`src/core/tmt_defs.svh`:
```
// Offsets, field positions, reset values and sizes for the transition mask and display test registers.
// Assumes it is included by its bare name from the package and the modules.
`ifndef TMT_DEFS_SVH
`define TMT_DEFS_SVH

`define TMT_MASK_ADDR 8'h06
`define TMT_TEST_ADDR 8'h07
`define TMT_MASK_RESET 7'h00
`define TMT_TEST_RESET 1'b0
`define TMT_INT_BIT 7
`define TMT_TEST_BIT 0
`define TMT_WATCH_PORTS 7
`define TMT_SEGMENTS 28
`define TMT_CODE_W 4
`define TMT_LEVEL_W 5
`define TMT_DEV_ADDR 7'h40

`endif

```
`src/core/tmt_pkg.sv`:
```
// Types shared by the register slice and its port watcher.
// Assumes tmt_defs.svh is on the include path.
`default_nettype none
`include "tmt_defs.svh"

package tmt_pkg;

  // Serial byte engine phases
  typedef enum logic [3:0] {
    ST_IDLE,
    ST_ADDR,
    ST_ADDR_ACK,
    ST_PTR,
    ST_PTR_ACK,
    ST_WDATA,
    ST_WDATA_ACK,
    ST_RDATA,
    ST_RDATA_ACK
  } tmt_phase_e;

  // State of one watched port
  typedef struct packed {
    logic prev;
    logic primed;
  } tmt_watch_s;

  // State of the register slice
  typedef struct packed {
    tmt_phase_e phase;
    logic [2:0] bitCnt;
    logic got8;
    logic [7:0] shift;
    logic [7:0] ptr;
    logic rw;
    logic nack;
    logic sclQ;
    logic sdaQ;
    logic sdaOe;
    logic [`TMT_WATCH_PORTS-1:0] mask;
    logic intFlag;
    logic testMode;
    logic [`TMT_SEGMENTS*`TMT_LEVEL_W-1:0] segLevel;
  } tmt_state_s;

endpackage : tmt_pkg

`default_nettype wire

```
`src/core/tmt_port_watch.sv`:
```
// One watched port: flags a change of logic level while watching is enabled.
// Assumes the port level is synchronous to clock.
`timescale 1ns/10ps
`default_nettype none

module tmt_port_watch (
  input wire logic clock, // System clock
  input wire logic arst_n, // Asynchronous reset, active low
  input wire logic level, // Port logic level
  input wire logic watch, // Mask bit for this port
  output logic changed // One-cycle pulse on a watched change
);

  tmt_pkg::tmt_watch_s s;
  tmt_pkg::tmt_watch_s next_s;

  // Primed bit stops the first sample after reset from looking like a change
  always_comb begin
    next_s = s;
    next_s.prev = level;
    next_s.primed = 1'b1;
  end

  // Register the copy
  always_ff @(posedge clock or negedge arst_n) begin
    if (!arst_n) begin
      s <= '0;
    end else begin
      s <= next_s;
    end
  end

  // Only ports whose mask bit is set may raise a change
  assign changed = s.primed & watch & (level != s.prev);

endmodule : tmt_port_watch

`default_nettype wire

```
`src/core/tmt_regs.sv`:
```
// Transition mask and display test register slice behind a two-wire serial slave.
// Assumes SCL and SDA are synchronous to clock and the bus wire is resolved outside from sdaOe.
`timescale 1ns/10ps
`default_nettype none
`include "tmt_defs.svh"

module tmt_regs (
  input wire logic clock, // 40 MHz system clock
  input wire logic arst_n, // Asynchronous reset, active low
  input wire logic scl, // Serial clock level
  input wire logic sdaIn, // Serial data wire level
  output logic sdaOut, // Serial data drive value, always low
  output logic sdaOe, // High while pulling serial data low
  input wire logic [`TMT_WATCH_PORTS-1:0] portLevel, // Levels of port_24 .. port_30
  output logic intPending, // Transition interrupt flag, high while pending
  output logic [`TMT_WATCH_PORTS-1:0] portMask, // Mask bits for port_24 .. port_30
  output logic displayTest, // High in display test mode
  input wire logic [`TMT_SEGMENTS-1:0] segOn, // Segment drive enable
  input wire logic [`TMT_SEGMENTS*`TMT_CODE_W-1:0] segCode, // Segment current step code
  output logic [`TMT_SEGMENTS*`TMT_LEVEL_W-1:0] segLevel // Segment drive in sixteenths, 0 is off
);

  tmt_pkg::tmt_state_s s;
  tmt_pkg::tmt_state_s next_s;
  logic [`TMT_WATCH_PORTS-1:0] portChanged;
  logic sclRise;
  logic sclFall;
  logic startSeen;
  logic stopSeen;
  logic [7:0] readByte;

  // One watcher per maskable port
  genvar g;
  generate
    for (g = 0; g < `TMT_WATCH_PORTS; g = g + 1) begin : gWatch
      tmt_port_watch uWatch (
        .clock(clock),
        .arst_n(arst_n),
        .level(portLevel[g]),
        .watch(s.mask[g]),
        .changed(portChanged[g])
      );
    end
  endgenerate

  // Bus events from the previous samples
  assign sclRise = scl & ~s.sclQ;
  assign sclFall = ~scl & s.sclQ;
  assign startSeen = scl & s.sclQ & s.sdaQ & ~sdaIn;
  assign stopSeen = scl & s.sclQ & ~s.sdaQ & sdaIn;

  // Read data for the current pointer; unmapped addresses read zero
  always_comb begin
    readByte = 8'h00;
    if (s.ptr == `TMT_MASK_ADDR) begin
      readByte = {s.intFlag, s.mask};
    end else if (s.ptr == `TMT_TEST_ADDR) begin
      readByte = {7'h00, s.testMode};
    end
  end

  // Next state of the whole slice
  always_comb begin
    // High in the cycle a mask register byte is loaded for reading
    logic readClear;
    readClear = 1'b0;
    next_s = s;
    next_s.sclQ = scl;
    next_s.sdaQ = sdaIn;

    // Segment drive: off, or code plus one sixteenths
    for (int i = 0; i < `TMT_SEGMENTS; i++) begin
      next_s.segLevel[i*`TMT_LEVEL_W +: `TMT_LEVEL_W] = segOn[i] ?
        ({1'b0, segCode[i*`TMT_CODE_W +: `TMT_CODE_W]} + 5'h01) : 5'h00;
    end

    if (startSeen) begin
      // A repeated start may cut any phase short
      next_s.phase = tmt_pkg::ST_ADDR;
      next_s.bitCnt = 3'h0;
      next_s.got8 = 1'b0;
      next_s.sdaOe = 1'b0;
    end else if (stopSeen) begin
      // Stop only ends the frame; writes have already committed at their acknowledge
      next_s.phase = tmt_pkg::ST_IDLE;
      next_s.sdaOe = 1'b0;
      next_s.got8 = 1'b0;
    end else begin
      unique case (s.phase)
        // Wait for a start; a foreign address also parks here
        tmt_pkg::ST_IDLE: begin
          next_s.sdaOe = 1'b0;
        end
        // Take one byte MSB first, then pull SDA low for its acknowledge
        tmt_pkg::ST_ADDR, tmt_pkg::ST_PTR, tmt_pkg::ST_WDATA: begin
          if (sclRise) begin
            next_s.shift = {s.shift[6:0], sdaIn};
            next_s.bitCnt = s.bitCnt + 3'h1;
            next_s.got8 = (s.bitCnt == 3'h7);
          end else if (sclFall && s.got8) begin
            next_s.got8 = 1'b0;
            next_s.sdaOe = 1'b1;
            if (s.phase == tmt_pkg::ST_ADDR) begin
              if (s.shift[7:1] == `TMT_DEV_ADDR) begin
                next_s.rw = s.shift[0];
                next_s.phase = tmt_pkg::ST_ADDR_ACK;
              end else begin
                next_s.sdaOe = 1'b0;
                next_s.phase = tmt_pkg::ST_IDLE;
              end
            end else if (s.phase == tmt_pkg::ST_PTR) begin
              next_s.ptr = s.shift;
              next_s.phase = tmt_pkg::ST_PTR_ACK;
            end else begin
              next_s.phase = tmt_pkg::ST_WDATA_ACK;
            end
          end
        end
        // Pointer taken: let go of SDA and expect data or a repeated start
        tmt_pkg::ST_PTR_ACK: begin
          if (sclFall) begin
            next_s.sdaOe = 1'b0;
            next_s.phase = tmt_pkg::ST_WDATA;
          end
        end
        tmt_pkg::ST_WDATA_ACK: begin
          // Commit on the acknowledge clock's rising edge, not at stop
          if (sclRise) begin
            if (s.ptr == `TMT_MASK_ADDR) begin
              next_s.mask = s.shift[6:0];
            end else if (s.ptr == `TMT_TEST_ADDR) begin
              next_s.testMode = s.shift[`TMT_TEST_BIT];
            end
          end else if (sclFall) begin
            next_s.sdaOe = 1'b0;
            next_s.ptr = s.ptr + 8'h01;
            next_s.phase = tmt_pkg::ST_WDATA;
          end
        end
        // Address ack, or the host's answer after a read byte
        tmt_pkg::ST_ADDR_ACK, tmt_pkg::ST_RDATA_ACK: begin
          if (sclRise && s.phase == tmt_pkg::ST_RDATA_ACK) begin
            next_s.nack = sdaIn;
          end else if (sclFall) begin
            if (s.phase == tmt_pkg::ST_ADDR_ACK && !s.rw) begin
              next_s.sdaOe = 1'b0;
              next_s.phase = tmt_pkg::ST_PTR;
            end else if (s.phase == tmt_pkg::ST_RDATA_ACK && s.nack) begin
              // Host declined more data: let go of the wire
              next_s.sdaOe = 1'b0;
              next_s.phase = tmt_pkg::ST_IDLE;
            end else begin
              // Flag is captured into the byte in the same cycle it is cleared
              next_s.shift = readByte;
              next_s.sdaOe = ~readByte[7];
              next_s.bitCnt = 3'h0;
              next_s.ptr = s.ptr + 8'h01;
              next_s.phase = tmt_pkg::ST_RDATA;
              readClear = (s.ptr == `TMT_MASK_ADDR);
            end
          end
        end
        // Shift the read byte out on SCL falls so SDA only moves while SCL is low
        tmt_pkg::ST_RDATA: begin
          if (sclFall) begin
            if (s.bitCnt == 3'h7) begin
              next_s.sdaOe = 1'b0;
              next_s.phase = tmt_pkg::ST_RDATA_ACK;
            end else begin
              next_s.shift = {s.shift[6:0], 1'b0};
              next_s.sdaOe = ~s.shift[6];
            end
            next_s.bitCnt = s.bitCnt + 3'h1;
          end
        end
        // Unused phase codes fall back to idle
        default: begin
          next_s.phase = tmt_pkg::ST_IDLE;
          next_s.sdaOe = 1'b0;
        end
      endcase
    end

    // A change in the clearing cycle still leaves the flag set
    next_s.intFlag = (|portChanged) | (next_s.intFlag & ~readClear);
  end

  // Register the copy
  always_ff @(posedge clock or negedge arst_n) begin
    if (!arst_n) begin
      s <= '0;
      s.phase <= tmt_pkg::ST_IDLE;
      // Bus samples rest at the idle high level so a release cannot fake an SCL rise or a stop
      s.sclQ <= 1'b1;
      s.sdaQ <= 1'b1;
      s.mask <= `TMT_MASK_RESET;
      s.testMode <= `TMT_TEST_RESET;
    end else begin
      s <= next_s;
    end
  end

  // Open drain: the drive value stays low and only the enable moves
  assign sdaOut = 1'b0;

  // Outputs straight from state
  assign sdaOe = s.sdaOe;
  assign intPending = s.intFlag;
  assign portMask = s.mask;
  assign displayTest = s.testMode;
  assign segLevel = s.segLevel;

endmodule : tmt_regs

`default_nettype wire

```
`config.mk`:
```
export PLATFORM = sky130hd
export DESIGN_NAME = tmt_regs
export DESIGN_NICKNAME = d
export VERILOG_FILES = /design/src/core/tmt_pkg.sv /design/src/core/tmt_port_watch.sv /design/src/core/tmt_regs.sv
export VERILOG_INCLUDE_DIRS = /design/src /design/src/core
export SDC_FILE = /design/constraint.sdc
export NUM_CORES = 1
export LEC_CHECK = 0
export BUFFER_PORTS_ARGS = -buffer_cell sky130_fd_sc_hd__buf_2
export CAP_MARGIN = 25
export CORE_MARGIN = 2
export CORE_UTILIZATION = 47
export CTS_BUF_LIST = sky130_fd_sc_hd__clkbuf_4 sky130_fd_sc_hd__clkbuf_8 sky130_fd_sc_hd__clkbuf_16
export DETAILED_ROUTE_END_ITERATION = 16
export PLACE_DENSITY = 0.84
export SYNTH_ARGS = -nofsm -noshare
export SYNTH_HDL_FRONTEND = slang
export SYNTH_HIERARCHICAL = 1
export SYNTH_SLANG_ARGS = --single-unit
```
`constraint.sdc`:
```
create_clock -name clock -period 2.3 [get_ports clock]
set_clock_uncertainty 0.15 [all_clocks]
set_input_delay 0.46 -clock clock [delete_from_list [all_inputs] [get_ports clock]]
set_output_delay 0.46 -clock clock [all_outputs]
set_load 0.02 [all_outputs]
```
# [After elaboration in Yosys (flattened, before gate mapping)]
# Cells that the tools add are included.
[word_totals] regBits=186 input_bits=151 out_inout_bits=151 elab_cells=251
[op_classes] addsub=30 n_eq_ne=47 muxes=94 bitwise=34 n_reduce_logical=24
[op_table] cell="$add A4 B1 Y5 const B" count=28
[op_table] cell="$mux W5" count=28
[op_table] cell="$mux W8" count=9
[op_table] cell="$mux W16" count=4
[op_table] cell="$pmux W8 S3" count=2
[op_table] cell="$mux W1" count=28
[op_table] cell="$mux W4" count=7
[op_table] cell="$ne A2 B2 Y1 const B" count=14
[op_table] cell="$ne A4 B4 Y1 const B" count=7
[op_table] cell="$pmux W4 S6" count=1
[op_table] cell="$and A1 B1 Y1" count=22
[op_table] cell="$mux W7" count=3
[op_table] cell="$ne A3 B3 Y1 const B" count=7
[op_table] cell="$mux W3" count=6
[op_table] cell="$mux W9" count=2
[op_table] cell="$eq A4 B3 Y1 const B" count=4
[op_table] cell="$eq A8 B3 Y1 const B" count=2
[op_table] cell="$reduce_and A8 Y1" count=2
[op_table] cell="$reduce_and A13 Y1" count=1
[op_table] cell="$reduce_and A6 Y1" count=2
[op_table] cell="$not A1 Y1" count=11
[op_table] cell="$reduce_and A10 Y1" count=1
[op_table] cell="$pmux W3 S3" count=1
[op_table] cell="$reduce_bool A3 Y1" count=3
[op_table] cell="22 further kinds" count=34

# [Longest topological paths before layout]
# Gate-level depths: netlist of the first run.
[depth] depth_word=12 depth_mapped=8 ltp_nobuf=7

# [Hierarchy]
# The synthesis of the first run kept the hierarchy.
[by_module_without_submodules] module="tmt_regs" n_inst=1 cells_each=818 area_each_um2=9076.2 seq_area_each_um2=4456.8
[by_module_without_submodules] module="tmt_port_watch" n_inst=7 cells_each=5 area_each_um2=68.8 seq_area_each_um2=50.0

# [Worst setup path after synthesis of the first run]
# OpenSTA, ideal clock, no wires.
[synth_path] path_type="register to register" start="reg s[174] (netlist bit)" end="reg s[162] (netlist bit)" setup_time_ns=0.125 t_arrival_ns=1.878 t_required_ns=2.025 setup_slack_ns=0.147 stages_incl_launch_ff=7 n_path_buf=1 period_less_slack_ns=2.153 cell_sequence="dfrtp_1 -> buf_6 -> or3b_1 -> a21oi_1 -> o2111ai_1 -> nor3_4 -> mux2_2"
[synth_between] elab_chain_cells=4 elab_cells_between_ends=21 cone_classes="13 x eq/ne; 1 x mux; 7 x reduce/logical"
[synth_lines] item="start: declaration" line_no="tmt_regs.sv:23" text="tmt_pkg::tmt_state_s s;"
[synth_lines] item="start signal: assignment" line_no="tmt_regs.sv:199" text="s <= next_s;"
[synth_lines] item="$eq A4 B1 Y1 (tied with other cells)" line_no="tmt_regs.sv:89" text="unique case (s.phase)"
[synth_lines] item="$reduce_or A3 Y1 (tied with other cells)" line_no="tmt_regs.sv:89"
[synth_lines] item="$ne A2 B2 Y1 (no source line) or $reduce_bool A3 Y1 (tied branches)"
[synth_lines] item="$reduce_and A10 Y1 (no source line)"
# Parallel ways exist; a longest one is shown, timed or not.
# A chain may end at the register's enable or synchronous reset.

# [Final worst setup path of the first run]
[layout_path] start="reg s[158] (netlist bit)" end="reg s, in the netlist sdaOe"
[layout_between] elab_chain_cells=10
[layout_lines] item="$eq A8 B3 Y1 (no source line)"
[layout_lines] item="$mux W8" line_no="tmt_regs.sv:55" text="if (s.ptr == `TMT_MASK_ADDR) begin"
[layout_lines] item="$not A1 Y1" line_no="tmt_regs.sv:155" text="next_s.sdaOe = ~readByte[7];"
[layout_lines] item="$mux W1" line_no="tmt_regs.sv:148" text="end else if (s.phase == tmt_pkg::ST_RDATA_ACK && s.nack) begin"
[layout_lines] item="$mux W1" line_no="tmt_regs.sv:145" text="if (s.phase == tmt_pkg::ST_ADDR_ACK && !s.rw) begin"
[layout_lines] item="$mux W1" line_no="tmt_regs.sv:144" text="end else if (sclFall) begin"
[layout_lines] item="$mux W1" line_no="tmt_regs.sv:142" text="if (sclRise && s.phase == tmt_pkg::ST_RDATA_ACK) begin"
[layout_lines] item="$pmux W1 S5" line_no="tmt_regs.sv:89"
[layout_lines] item="$mux W1" line_no="tmt_regs.sv:83" text="end else if (stopSeen) begin"
[layout_lines] item="$mux W1" line_no="tmt_regs.sv:77" text="if (startSeen) begin"
# Every way passes these cells. The select of a mux whose other input is x is not followed.

==> run metrics, run 1 <==
TritonCTS clock tree built; largest driver fanout on the critical path 5; top-level I/O count 302; weighted congestion at the end of routability-driven global placement 0.9047; Starting DRT DRC Count 282; aggregate global-route resource usage 0.1982; minimum clock period 2237 ps; Synth area leader sky130_fd_sc_hd__dfrtp_1; count of antenna-violating nets left after detailed routing 0; number of nets in the layout 1233; global-route wire length before repair 33.59 mm; count of flip-flops with a built-in enable after synthesis 0; sequence of cells on the critical path or4_4 -> nor3b_4 -> nand3_1 -> a221o_1 -> a32o_1; Rel. slew slack 0.5287; DRC violations left 0; Unique masters post-synth 65; smallest setup slack after layout 62.58 ps; DR vias/cell 4.968; class of the worst hold path input port to flip-flop; share of the clock period used by the worst path after layout 0.9728; CP required 2460 ps; worst setup timing slack at the placement stage 5.192 ps; count of endpoints failing setup in the final report 0; peak per-stage delay on the critical path 540 ps; root buf cell sky130_fd_sc_hd__clkbuf_16; H-tree levels 4; dominant delay contributor by cell family on the critical path simple AND/OR/NAND/NOR gates; Area growth syn-to-layout 17.40%; gate count after technology mapping 853; maximum frequency from static timing analysis 446.9 MHz; Critical Path Source Type flip-flop; worst IR drop on VDD 0.4298 mV; mean post-synth cell area 11.21 µm²; power density over the cells 705.9 nW/µm²; post-route design area 11220 µm²; clock network latency to the later pin of the worst-skew pair 420 ps; static power due to leakage 5.829 nW; number of synthesized register bits 192; register clock-pin slew on the reported worst setup and hold paths 70 ps; Total Routed Length 21.11 mm; Hold Fails Final Rpt 0; number of placement rows 52; TritonCTS Buffers 17; leading post-synthesis cells by cell area sky130_fd_sc_hd__dfrtp_1, sky130_fd_sc_hd__buf_4, sky130_fd_sc_hd__and2_1; final-layout setup total negative slack 0 ps; portion of synthesized cell area occupied by the leading cell type 0.4974; category of the critical setup timing path flip-flop to flip-flop; Sinks on Clock Net 192; area of the die 21490 µm²; fraction of the yosys area taken by sequential cells 0.5029; sort of element at the end of the critical path flip-flop; worst path arrival time 2400 ps; number of synthesis warnings 6; via count of the first global-routing pass 6696; primary flip-flop cell chosen by synthesis mapping sky130_fd_sc_hd__dfrtp_1; Slowest-stage cell, CP sky130_fd_sc_hd__or4_4; count of final max-slew check failures 0; placed cell area 10510 µm²; status complete, no violations; worst-margin pin slew 705.5 ps; routed vias 6622; non-filler cells, final 1333; number of buffers and inverters on the critical path 0; netlist area before placement 9558 µm²; input/output buffers 300; filler cell count in the final layout 1684; layout cell share with drive strength beyond 1 0.3795; number of antenna violations at the first check in global routing 2; maximum number of pins on one net before global-route repair 49; total of max-cap violations 0; area of the core 20100 µm²; half-perimeter wire length after placement 16.44 mm; Synth async-reset ratio 1.000; setup repair after global routing missed its margin yes; highest-count cells in the layout ignoring fill and taps sky130_fd_sc_hd__buf_2, sky130_fd_sc_hd__dfrtp_1, sky130_fd_sc_hd__and2_1; die boundary height 146.6 µm; number of cells after detailed placement 1294; Post-Synthesis Net Count 1036; total power 0.007920 W; total grt overflow 0; effective utilization at floorplan 0.4754; largest buffer count on any clock path 2; count of TritonRoute iterations in the first routing pass 5; detailed-route wire length per cell 15.84 µm; most common cell after layout, fill and taps aside sky130_fd_sc_hd__buf_2; floorplan die width 146.6 µm
power breakdown:
group / internal (W) / total (W) / switching [W]
Sequential: 0.00359 / 0.00371 / 0.000122
Clock: 0.00166 / 0.00305 / 0.00139
Combinational: 0.000500 / 0.00116 / 0.000659
Total: 0.00575 / 0.00792 / 0.00217
stage by stage:
step / util / hold WS, ps
floorplan: - / 14.41
global placement: 0.5230 / 300.7
detailed placement: 0.5230 / 306.3
CTS: 0.5569 / 0.5119
global route: 0.5581 / 2.985
finish: 0.5581 / 29.23
layer usage:
layer | vias to the layer above | routed length [µm] | global-route usage
met5 | - | 0 | 0
met4 | 0 | 297 | 0.06262
met3 | 25 | 1457 | 0.06156
met2 | 225 | 11540 | 0.3603
met1 | 3225 | 7816 | 0.2214
li1 | 3147 | - | -
cell usage after synthesis (11+ instances only):
master,instances
sky130_fd_sc_hd__dfrtp_1,190
sky130_fd_sc_hd__buf_4,148
sky130_fd_sc_hd__and2_1,85
sky130_fd_sc_hd__nand3_1,42
sky130_fd_sc_hd__nor2b_1,37
sky130_fd_sc_hd__xor2_1,36
sky130_fd_sc_hd__ha_1,32
sky130_fd_sc_hd__and4_1,28
sky130_fd_sc_hd__nand2_1,28
sky130_fd_sc_hd__xnor2_1,28
sky130_fd_sc_hd__o21ai_0,24
sky130_fd_sc_hd__mux2_2,20
sky130_fd_sc_hd__a21oi_1,17
sky130_fd_sc_hd__nor2_1,16
sky130_fd_sc_hd__and3_1,11
flip-flops by register name, summed over array words and instances, names as in the netlist:
| signal | flops |
|---|---|
| s | 28 |
| displayTest | 1 |
| portMask | 7 |
| sdaOe | 1 |
| segLevel | 140 |
| intPending | 1 |
| gWatch.uWatch/s | 14 |
final cells by class:
class                   instances  area [µm²]  area share
clock inverters                14       187.7     0.01673
inverters                       3       11.26    0.001004
repair buffers                341        1873      0.1669
well taps                     270       337.8     0.03011
multi-input cells             495        3576      0.3187
diodes                          1       2.502   0.0002230
flip-flops and latches        192        4807      0.4284
clock buffers                  17       425.4     0.03791
cell families after synthesis:
logic type      after synthesis  share of synthesized area
simple gates                289                     0.1868
other cells                   8                   0.003142
mux                          23                    0.02671
buf+inv                     166                     0.1251
flops                       192                     0.5029
compound gates               79                    0.05472
xor+xnor                     64                    0.05865
fa+ha+maj                    32                    0.04189
final timing paths:
check,to,cells after the start,startpoint,slack (ps)
setup / recovery,sdaOe,5,s[158],60
min in group asynchronous,segLevel[82],2,arst_n,410
hold reg to reg,sdaOe,1,sdaOe,380
hold / removal,gWatch[3].uWatch/s[1],1,portLevel[3],30
setup reg to reg,sdaOe,5,s[158],60
max in group asynchronous,segLevel[135],3,arst_n,930
what timing repair did:
action / CTS / global route
hold buffers: 7 / 0
gates resized for setup: 0 / 5
setup endpoints to repair: 0 / 16
hold endpoints to repair: 46 / 0
setup buffers: 0 / 0
(Power assumes the default switching activity.)
==> run 2: changes to the inputs <==
--- a/config.mk
+++ b/config.mk
@@ -6,6 +6,7 @@
 export SDC_FILE = /design/constraint.sdc
 export NUM_CORES = 1
 export LEC_CHECK = 0
+export ABC_AREA = 0
 export BUFFER_PORTS_ARGS = -buffer_cell sky130_fd_sc_hd__buf_2
 export CAP_MARGIN = 25
 export CORE_MARGIN = 2
==> constraint.sdc (replaced) <==
create_clock -name clock -period 2.3 [get_ports clock]
set_clock_uncertainty 0.15 [all_clocks]
set_input_delay 0 -clock clock [delete_from_list [all_inputs] [get_ports clock]]
set_output_delay 0 -clock clock [all_outputs]
set_load 0.02 [all_outputs]
==> run 2 against run 1 <==
Against the previous run: largest power group unchanged; global-route usage up 7.7 points; sequential share of layout area down 7.1 points; flip-flop and latch count unchanged; combinational power up 37%; total power up 4.8%; highest routed layer unchanged; cell count up 17%; core utilization up 11 points; maximum frequency down 0.65%; die area unchanged; critical path depth unchanged; hold slack better by 72 ps.
==> run metrics, run 2 (same netlist as run 1, synthesis figures left out) <==
power share of the sequential group 0.450 (-0.019); Rel. slew slack 0.5598 (+0.03108); flip-flop count of the largest register after layout 140 (unchanged); weighted congestion at the end of routability-driven global placement 0.9206 (+1.8%); share of the clock period used by the worst path after layout 0.9791 (+0.006346); most common cell after layout, fill and taps aside sky130_fd_sc_hd__buf_2; non-filler cells, final 1558 (+17%); number of nets in the layout 1455 (+18%); power density over the cells 616.1 nW/µm² (-13%); maximum number of pins on one net before global-route repair 83 (+69%); worst IR drop on VDD 0.5818 mV (+35%); worst path arrival time 2410 ps (about the same); worst-margin pin slew 659.0 ps (-46.53 ps); total grt overflow 0 (unchanged); area of the core 20100 µm² (unchanged); TritonCTS Buffers 17 (unchanged); smallest setup slack after layout 47.98 ps (-14.60 ps); static power due to leakage 6.844 nW (+17%); Total Routed Length 29.42 mm (+39%); register clock-pin slew on the reported worst setup and hold paths 80 ps (about the same); Net Sw Power 0.002417 W (+12%); reg-to-reg startpoint s[159]; part of the power in combinational logic 0.192 (+0.046); aggregate global-route resource usage 0.2750 (+0.07674); CP endpoint sdaOe; utilization after layout 0.6699 (+0.1118); clock network latency to the later pin of the worst-skew pair 420 ps (about the same); Critical Path Source Type flip-flop; via count of the first global-routing pass 8851 (+32%); status complete, no violations; setup repair after global routing missed its margin yes; reg-to-reg endpoint sdaOe; number of placement rows 52 (unchanged); count of antenna-violating nets left after detailed routing 0 (unchanged); input/output buffers 300 (unchanged); H-tree levels 4 (unchanged); Hold Fails Final Rpt 0 (unchanged); CP required 2460 ps (about the same); Area growth syn-to-layout 40.91%; detailed-route wire length per cell 18.88 µm (+19%); count of endpoints failing setup in the final report 0 (unchanged); Critical Path Source s[159]; Slowest-stage cell, CP sky130_fd_sc_hd__or4_4; count of TritonRoute iterations in the first routing pass 5 (unchanged); cell-internal power 0.005881 W (+2.2%); floorplan die width 146.6 µm (unchanged); filler cell count in the final layout 1376 (-18%); sequence of cells on the critical path or4_4 -> nor3b_4 -> nand3_1 -> a221o_1 -> a32o_1; routed vias 8133 (+23%); category of the critical setup timing path flip-flop to flip-flop; minimum clock period 2252 ps (+14.60 ps); top-level I/O count 302 (unchanged); sort of element at the end of the critical path flip-flop; effective utilization at floorplan 0.4754 (unchanged); class of the worst hold path input port to flip-flop; Reg2Reg Setup Slack 50 ps (about the same); largest driver fanout on the critical path 4 (-1); highest-count cells in the layout ignoring fill and taps sky130_fd_sc_hd__buf_2, sky130_fd_sc_hd__dlygate4sd3_1, sky130_fd_sc_hd__dfrtp_1; number of antenna violations at the first check in global routing 3 (+1); Starting DRT DRC Count 458 (+62%); final-layout setup total negative slack 0 ps (unchanged); root buf cell sky130_fd_sc_hd__clkbuf_16; clock network power share 0.358 (-0.027); total of max-cap violations 0 (unchanged); global-route wire length before repair 46.47 mm (+38%); largest buffer count on any clock path 2 (unchanged); DR vias/cell 5.220 (+5.1%); peak per-stage delay on the critical path 560 ps (+20 ps); worst-case reg-to-reg path depth 5 (unchanged); TritonCTS clock tree built; count of final max-slew check failures 0 (unchanged); die boundary height 146.6 µm (unchanged); switching power as a share of total power 0.2913 (+0.01763); maximum frequency from static timing analysis 444.0 MHz (-0.65%); number of cells after detailed placement 1281 (-1.0%); Sinks on Clock Net 192 (unchanged); worst setup timing slack at the placement stage 37.69 ps (+32.50 ps); half-perimeter wire length after placement 16.18 mm (-1.6%); DRC violations left 0 (unchanged); area of the die 21490 µm² (unchanged); layout cell share with drive strength beyond 1 0.3051 (-0.07441)
run 2: changes by cell type in the layout (fill, tap and decap cells not counted), moves of 2 or more:
cell and change:
sky130_fd_sc_hd__dlygate4sd3_1 +233, sky130_fd_sc_hd__buf_4 -12, sky130_fd_sc_hd__a211oi_1 +2, sky130_fd_sc_hd__a211oi_2 -2
sky130_fd_sc_hd__bufinv_16 -2, sky130_fd_sc_hd__diode_2 +2
run 2: power groups by stage:
| stage | Clock, W | Sequential (W) | Combinational (W) |
|---|---|---|---|
| after floorplan | 0 | 0.00373 | 0.000819 |
| after global placement | 0 | 0.00377 | 0.00110 |
| after detailed placement | 0 | 0.00378 | 0.00114 |
| after CTS | 0.00301 | 0.00372 | 0.00151 |
| after global routing | 0.00317 | 0.00375 | 0.00172 |
| final | 0.00297 | 0.00373 | 0.00159 |
run 2: cell type report:
| type | instances | area [µm²] | share of cell area |
|---|---|---|---|
| Sequential cell | 192 | 4808 | 0.3570 |
| Timing Repair Buffer | 563 | 4143 | 0.3076 |
| Multi-Input combinational cell | 495 | 3565 | 0.2647 |
| Clock buffer | 18 | 439.2 | 0.03261 |
| Tap cell | 270 | 337.8 | 0.02508 |
| Clock inverter | 14 | 156.4 | 0.01161 |
| Inverter | 3 | 11.26 | 0.0008361 |
| Antenna cell | 3 | 7.507 | 0.0005574 |
run 2: repair_timing:
item / in CTS / in global routing
endpoints found under the hold margin: 344 / 0
hold buffers: 241 / 0
setup buffers: 0 / 1
resized for setup: 0 / 4
setup endpoints to repair: 0 / 25
run 2: worst min path at each step:
stage	from	to	cells past startpoint
5_1_grt	portLevel[3]	gWatch[3].uWatch/s[1]	2
6_report	portLevel[3]	gWatch[3].uWatch/s[1]	2
4_1_cts	portLevel[0]	gWatch[0].uWatch/s[1]	2
3_5_place_dp	arst_n	segLevel[82]	1
3_3_place_gp	arst_n	segLevel[82]	1
2_1_floorplan	arst_n	displayTest	0
run 2: layer usage:
metal	part of all wire	track usage	up-vias
met2	0.53	0.5038	403
met1	0.35	0.2880	4010
met3	0.065	0.07250	124
met4	0.055	0.1442	0
li1	-	-	3596
met5	0	0	-
run 2: critical path, delay by kind of cell, from the launching register on:
kind,cells,cell delay [ps]
and+or+nand+nor,3,950
AOI/OAI and AO/OA,2,630
DFF,1,400
run 2: through the flow:
stage | instance area, µm² | power, W | hold WS [ps]
final | 13470 | 0.008298 | 101.5
after global routing | 13470 | 0.008636 | 86.14
after CTS | 13440 | 0.008229 | 83.91
after detailed placement | 10420 | 0.004914 | -189.7
after global placement | 10420 | 0.004869 | -191.2
after floorplan | 9558 | 0.004553 | -445.6
